===== src/rtl/pfcg_pkg.sv =====
// package for the pfc pause frame generator: constants and types
package pfcg_pkg;
   localparam int          PFCG_NUM_PRIO      = 8;
   localparam logic [15:0] PFCG_ETHERTYPE     = 16'h8808;
   localparam logic [15:0] PFCG_OPCODE        = 16'h0101;
   localparam logic [15:0] PFCG_PRIO_ENA_VEC  = 16'h00ff;
   localparam logic [47:0] PFCG_DMAC          = 48'h0180c2000001;
   // header 14 bytes, opcode 2, vector 2, eight times 2, pad to 60
   localparam int          PFCG_FRAME_BYTES   = 60;
   localparam int          PFCG_PAYLOAD_END   = 34;
   // one pause quantum is 512 bit times; clocks per quantum is a port setting
   localparam logic [15:0] PFCG_QUANTA_CYC_RST = 16'h0005;
   localparam logic [15:0] PFCG_CNT_RST        = 16'h0000;
   localparam logic [31:0] PFCG_TXCNT_RST      = 32'h0000_0000;
   localparam logic [7:0]  PFCG_VEC_RST        = 8'h00;

   typedef enum logic [1:0] {
      PFCG_IDLE,
      PFCG_SEND,
      PFCG_WAIT
   } pfcg_state_t;
endpackage


===== src/rtl/pfcg_frame_if.sv =====
// interface between the pause decision logic and the frame serialiser
`timescale 1ns/1ps
interface pfcg_frame_if;
   logic        start;
   logic        busy;
   logic        done;
   logic [7:0]  pause_mask;
   logic [15:0] pause_time;
   modport ctrl (output start, output pause_mask, output pause_time,
                 input busy, input done);
   modport ser  (input start, input pause_mask, input pause_time,
                 output busy, output done);
endinterface


===== src/rtl/pfcg_frame_ser.sv =====
// byte serialiser for one pfc pause pdu
`timescale 1ns/1ps
module pfcg_frame_ser
   import pfcg_pkg::*;
(
   input  wire logic        clk,
   input  wire logic        sys_rst,
   input  wire logic [47:0] src_mac,
   pfcg_frame_if.ser        fif,
   output logic [7:0]       tx_data,
   output logic             tx_valid,
   output logic             tx_sof,
   output logic             tx_eof,
   input  wire logic        tx_ready
);
   logic [5:0]  idx_reg;
   logic        act_reg;
   logic [7:0]  mask_reg;
   logic [15:0] time_reg;
   logic [7:0]  byte_sel;
   logic [15:0] prio_time;
   logic [2:0]  prio_idx;
   logic        last_byte;

   assign prio_idx  = 3'((idx_reg - 6'd18) >> 1);
   assign prio_time = mask_reg[prio_idx] ? time_reg : 16'h0000;
   assign last_byte = idx_reg == 6'(PFCG_FRAME_BYTES - 1);

   always_comb begin
      byte_sel = 8'h00;
      if (idx_reg < 6'd6) begin
         byte_sel = PFCG_DMAC[8'(47 - 8 * idx_reg) -: 8];
      end else if (idx_reg < 6'd12) begin
         byte_sel = src_mac[8'(95 - 8 * idx_reg) -: 8];
      end else if (idx_reg == 6'd12) begin
         byte_sel = PFCG_ETHERTYPE[15:8];
      end else if (idx_reg == 6'd13) begin
         byte_sel = PFCG_ETHERTYPE[7:0];
      end else if (idx_reg == 6'd14) begin
         byte_sel = PFCG_OPCODE[15:8];
      end else if (idx_reg == 6'd15) begin
         byte_sel = PFCG_OPCODE[7:0];
      end else if (idx_reg == 6'd16) begin
         byte_sel = PFCG_PRIO_ENA_VEC[15:8];
      end else if (idx_reg == 6'd17) begin
         byte_sel = PFCG_PRIO_ENA_VEC[7:0];
      end else if (idx_reg < 6'(PFCG_PAYLOAD_END)) begin
         byte_sel = idx_reg[0] ? prio_time[7:0] : prio_time[15:8];
      end
   end

   assign fif.busy = act_reg;
   assign fif.done = act_reg && tx_ready && last_byte;
   assign tx_valid = act_reg;
   assign tx_sof   = act_reg && idx_reg == 6'd0;
   assign tx_eof   = act_reg && last_byte;
   assign tx_data  = byte_sel;

   always_ff @(posedge clk or posedge sys_rst) begin
      if (sys_rst) begin
         act_reg  <= 1'b0;
         idx_reg  <= 6'd0;
         mask_reg <= PFCG_VEC_RST;
         time_reg <= PFCG_CNT_RST;
      end else if (!act_reg) begin
         idx_reg <= 6'd0;
         if (fif.start) begin
            act_reg  <= 1'b1;
            mask_reg <= fif.pause_mask;
            time_reg <= fif.pause_time;
         end
      end else if (tx_ready) begin
         idx_reg <= last_byte ? 6'd0 : idx_reg + 6'd1;
         act_reg <= !last_byte;
      end
   end
endmodule


===== src/rtl/pfcg_top.sv =====
// pfc pause frame generator for one port: decision logic and counters
`timescale 1ns/1ps
module pfcg_top
   import pfcg_pkg::*;
(
   input  wire logic        clk,
   input  wire logic        sys_rst,
   input  wire logic        pfc_tx_ena,
   input  wire logic [7:0]  pfc_prio_ena,
   input  wire logic [7:0]  queue_congestion_vector,
   input  wire logic [15:0] advertised_pause_time,
   input  wire logic [15:0] min_refresh_interval,
   input  wire logic [15:0] quanta_cycles,
   input  wire logic [47:0] src_mac,
   input  wire logic        link_pause_sent,
   output logic [7:0]       congestion_state,
   output logic [31:0]      tx_pause_frame_count,
   output logic [7:0]       tx_data,
   output logic             tx_valid,
   output logic             tx_sof,
   output logic             tx_eof,
   input  wire logic        tx_ready
);
   pfcg_frame_if fif ();

   pfcg_state_t state_reg;
   logic [7:0]  cong_reg;
   logic [7:0]  sent_reg;
   logic [15:0] quanta_reg;
   logic [15:0] elapsed_reg;
   logic        early_reg;
   logic        paused_reg;
   logic [31:0] count_reg;
   logic [7:0]  active_vec;
   logic        new_cong;
   logic        all_clear;
   logic        tick;
   logic        half_due;
   logic        early_due;
   logic        fire;

   function automatic logic [15:0] half_of(input logic [15:0] v);
      return (v >> 1) == 16'h0000 ? 16'h0001 : (v >> 1);
   endfunction

   assign active_vec = cong_reg & pfc_prio_ena;
   assign new_cong   = |(active_vec & ~sent_reg);
   assign all_clear  = active_vec == 8'h00;
   assign tick       = quanta_reg + 16'h0001 >= quanta_cycles;
   assign half_due   = elapsed_reg >= half_of(advertised_pause_time);
   assign early_due  = early_reg && elapsed_reg >= min_refresh_interval;

   assign fire = pfc_tx_ena && state_reg != PFCG_SEND && !fif.busy &&
                 ((state_reg == PFCG_IDLE && !all_clear) ||
                  (state_reg == PFCG_WAIT &&
                   (all_clear || half_due || early_due)));

   assign fif.start      = fire;
   assign fif.pause_mask = state_reg == PFCG_WAIT && all_clear ? 8'h00 : active_vec;
   assign fif.pause_time = advertised_pause_time;

   assign congestion_state     = cong_reg;
   assign tx_pause_frame_count = count_reg;

   always_ff @(posedge clk or posedge sys_rst) begin
      if (sys_rst) begin
         cong_reg <= PFCG_VEC_RST;
      end else begin
         cong_reg <= queue_congestion_vector;
      end
   end

   always_ff @(posedge clk or posedge sys_rst) begin
      if (sys_rst) begin
         state_reg  <= PFCG_IDLE;
         sent_reg   <= PFCG_VEC_RST;
         early_reg  <= 1'b0;
         paused_reg <= 1'b0;
      end else begin
         case (state_reg)
            PFCG_IDLE: begin
               if (fire) begin
                  state_reg  <= PFCG_SEND;
                  sent_reg   <= active_vec;
                  paused_reg <= 1'b1;
                  early_reg  <= 1'b0;
               end
            end
            PFCG_SEND: begin
               if (fif.done) begin
                  state_reg <= paused_reg ? PFCG_WAIT : PFCG_IDLE;
               end
            end
            PFCG_WAIT: begin
               if (!pfc_tx_ena) begin
                  state_reg <= PFCG_IDLE;
                  sent_reg  <= PFCG_VEC_RST;
                  early_reg <= 1'b0;
               end else if (fire) begin
                  state_reg  <= PFCG_SEND;
                  sent_reg   <= active_vec;
                  paused_reg <= !all_clear;
                  early_reg  <= 1'b0;
               end else if (new_cong) begin
                  early_reg <= 1'b1;
               end
            end
            default: begin
               state_reg <= PFCG_IDLE;
            end
         endcase
      end
   end

   // shared refresh timer in pause quanta, restarted by each frame
   always_ff @(posedge clk or posedge sys_rst) begin
      if (sys_rst) begin
         quanta_reg  <= PFCG_CNT_RST;
         elapsed_reg <= PFCG_CNT_RST;
      end else if (state_reg != PFCG_WAIT) begin
         quanta_reg  <= PFCG_CNT_RST;
         elapsed_reg <= PFCG_CNT_RST;
      end else if (tick) begin
         quanta_reg <= PFCG_CNT_RST;
         if (elapsed_reg != 16'hffff) begin
            elapsed_reg <= elapsed_reg + 16'h0001;
         end
      end else begin
         quanta_reg <= quanta_reg + 16'h0001;
      end
   end

   // counter shared with link level pause frames
   always_ff @(posedge clk or posedge sys_rst) begin
      if (sys_rst) begin
         count_reg <= PFCG_TXCNT_RST;
      end else begin
         count_reg <= count_reg + 32'(fif.done) + 32'(link_pause_sent);
      end
   end

   pfcg_frame_ser u_ser (
      .clk      (clk),
      .sys_rst  (sys_rst),
      .src_mac  (src_mac),
      .fif      (fif),
      .tx_data  (tx_data),
      .tx_valid (tx_valid),
      .tx_sof   (tx_sof),
      .tx_eof   (tx_eof),
      .tx_ready (tx_ready)
   );
endmodule


===== config.mk =====
export PLATFORM = sky130hd
export DESIGN_NAME = pfcg_top
export DESIGN_NICKNAME = d
export VERILOG_FILES = /design/src/rtl/pfcg_pkg.sv /design/src/rtl/pfcg_frame_if.sv /design/src/rtl/pfcg_frame_ser.sv /design/src/rtl/pfcg_top.sv
export SDC_FILE = /design/constraint.sdc
export NUM_CORES = 1
export LEC_CHECK = 0
export ABC_AREA = 1
export BUFFER_PORTS_ARGS = -buffer_cell sky130_fd_sc_hd__buf_2
export CAP_MARGIN = 20
export CORE_UTILIZATION = 27
export CTS_BUF_LIST = sky130_fd_sc_hd__clkbuf_8 sky130_fd_sc_hd__clkbuf_16
export CTS_CLUSTER_DIAMETER = 80
export DETAILED_ROUTE_END_ITERATION = 10
export REMOVE_ABC_BUFFERS = 1
export SYNTH_ARGS = -nofsm -noshare
export SYNTH_HDL_FRONTEND = slang
export SYNTH_SLANG_ARGS = --single-unit

===== constraint.sdc =====
create_clock -name clk -period 10.79 [get_ports clk]
set_input_delay 1.079 -clock clk [delete_from_list [all_inputs] [get_ports clk]]
set_output_delay 1.079 -clock clk [all_outputs]
set_load 0.03 [all_outputs]

==> impl_metrics.ini <==
[outcome]
status = complete, but fails checks
violations = design-rule violations

[floorplan]
core-area_mm2 = 0.0287
die_x_um = 173
fp.dieArea_mm2 = 0.0298
top_level_ports = 168
fp.dieH_um = 173
rows = 62
start_util = 0.274

[yosys]
synth_area_per_cell_um2 = 7.83
synthArstFlopShare = 1.00
syn_area_mm2 = 0.00786
yosysWarnings = 0
synth_seq_cells = 115
synth.yosys.seq_area_share = 0.366
synth_edf_count = 0
synth_ff_type = dfrtp_1
syn_inst = 1004
synth_cell_types = 54

[final_layout]
nets = 1351
synthToLayoutAreaGrowth_pct = 23.5
postLayoutCoreUtil = 0.338
drive_above_1_share = 0.208
multi_input_area_mm2 = 0.00438
largest_reg_flops = 32
regArea_mm2 = 0.00288
design_area_mm2 = 0.00971
layout_common_cells = nand2_1, buf_2, inv_1, dfrtp_1, nor2_1
final_common_cell = nand2_1
nFillCells = 3064

[power_and_ir_drop]
power_density_mw_per_mm2 = 191
combPwrFrac = 0.364
vdd_drop_max_uv = 139
seqPwrFrac = 0.324
netSwitchingFraction = 0.395
power_w = 0.00185
leakage_nw = 5.32
clockPowerShare = 0.311
p_sw_w = 0.000733
internal-power_w = 0.00112

[cts]
clock-sinks = 115
htree_levels = 4
clk_pin_slew_worst_paths_ns = 0.05
cts_root_buf = clkbuf_16
clock_latency_ns = 0.42
hold_buffers = 0
postCtsResizedCells = 0
cts_tree = yes
cts_buffers = 17
cts_buffer_depth = 2
post_cts_buffers = 0

[global_route]
grt_pass1_wl_um = 35600
grt-ovfl-total = 0
grt_usage = 0.147
antenna_found_initial = 5
grt_pass1_vias = 7194
grt_max_degree = 63

[routing]
wl_met2_um = 10100
viasPerCell = 4.57
drc = 2
drt-met1-wl_um = 9550
firstDrtPassIters = 8
vias = 7180
drt_iter0_markers = 344
drtAntennaViolNets = 0
totalWireLength_um = 21100
wl_met3_um = 1040
wire_per_inst_um = 13.4
top_layer = met5

[timing]
holdWs_ns = 0.462
finalSetupViolCount = 0
period_needed_ns = 4.56
finalCritPeriodShare = 0.422
slew_violations = 0
final_hold_viol_count = 0
fmax_mhz = 219
rsz0062_at_grt = no
slew_headroom = 0.312
worst-slew-pin-transition_ns = 1.03
tns_ns = 0
fin_skew_ns = 0.0147

[setup_path]
arrival_ns = 3.48
critPathRequiredTime_ns = 9.71
crit_end = tx_data[2]
r2r_setup_slack_ns = 7.10
r2r_start = quanta_reg[0]
r2r_cells = 15
cp-start-kind = flip-flop
worstPathMaxFanout = 22
startpoint = u_ser.idx_reg[1]
timing.rr.end = quanta_reg[3]
path_class = flip-flop to primary output
worstSetupEndpointType = primary output

[place]
port_buffers = 167
dp_hpwl_um = 16200
gp_congestion = 0.850
dpl_cell_area_mm2 = 0.00908

[min_path]
hold_path.class = flip-flop to flip-flop

[run]
cap_violations = 0
worst min-delay path by stage:
stage	start	to	slack, ns	depth (start not counted)
after floorplan	u_ser.time_reg[0]	u_ser.time_reg[0]	0.43	2
after global placement	tx_pause_frame_count[31]	tx_pause_frame_count[31]	0.46	1
after detailed placement	tx_pause_frame_count[31]	tx_pause_frame_count[31]	0.46	1
after CTS	tx_pause_frame_count[31]	tx_pause_frame_count[31]	0.47	1
after global routing	tx_pause_frame_count[31]	tx_pause_frame_count[31]	0.48	1
final	tx_pause_frame_count[31]	tx_pause_frame_count[31]	0.46	1
cells by family after synthesis:
kind of cell             synth area share
buffers and inverters              0.0770
AO/OA/AOI/OAI                      0.0967
XOR/XNOR                           0.0687
adder cells (fa/ha/maj)             0.104
AND/OR/NAND/NOR                     0.287
flip-flops                          0.366
worst max-delay path: stages (launching register included):
cell and delay, ns:
dfrtp_1 0.81, clkinv_1 0.49, ha_1 0.51, inv_1 0.11, nand3_1 0.10, nand3_1 0.08
nand2_1 0.23, o2111ai_1 0.16, nand2_1 0.09, a21oi_1 0.07, nor3_1 0.18, buf_2 0.24
per-layer routing:
metal	vias to the layer above	global-route usage
met5	-	0
met4	2	0.0616
met3	25	0.0347
met2	182	0.241
met1	3336	0.184
li1	3635	-
cells in the mapped netlist, drive strengths merged (11+ instances only):
| cell | instances | share of area |
|---|---|---|
| nand2 | 245 | 0.12 |
| inv | 127 | 0.061 |
| dfrtp | 115 | 0.37 |
| nor2 | 95 | 0.052 |
| ha | 64 | 0.10 |
| o21ai | 60 | 0.040 |
| nand3 | 45 | 0.031 |
| nand4 | 41 | 0.037 |
| xor2 | 39 | 0.045 |
| a21oi | 32 | 0.021 |
| xnor2 | 21 | 0.023 |
| nor3 | 20 | 0.016 |
| buf | 14 | 0.010 |
| or2 | 11 | 0.0088 |
final cells by class:
| type | instances | area share |
|---|---|---|
| multi-input combinational | 736 | 0.451 |
| timing repair buffer | 170 | 0.0884 |
| sequential | 115 | 0.296 |
| clock buffer | 19 | 0.0466 |
| tap | 384 | 0.0495 |
| inverter | 129 | 0.0503 |
| clock inverter | 13 | 0.0166 |
| antenna | 4 | 0.00103 |
power by group through the flow:
| stage | clock [W] | sequential [W] | combinational (W) |
|---|---|---|---|
| floorplan | 0 | 0.000629 | 0.000443 |
| global placement | 0 | 0.000607 | 0.000667 |
| detailed placement | 0 | 0.000607 | 0.000677 |
| CTS | 0.000595 | 0.000601 | 0.000681 |
| global route | 0.000614 | 0.000615 | 0.000762 |
| finish | 0.000578 | 0.000602 | 0.000676 |
per-stage QoR:
step,worst slack (ns),instances
4_1_cts,6.23,1566
5_1_grt,5.84,1570
3_5_place_dp,6.68,1534
3_3_place_gp,6.82,1534
2_1_floorplan,6.67,980
6_report,6.23,1570
Power figures use the tool's default switching activity.
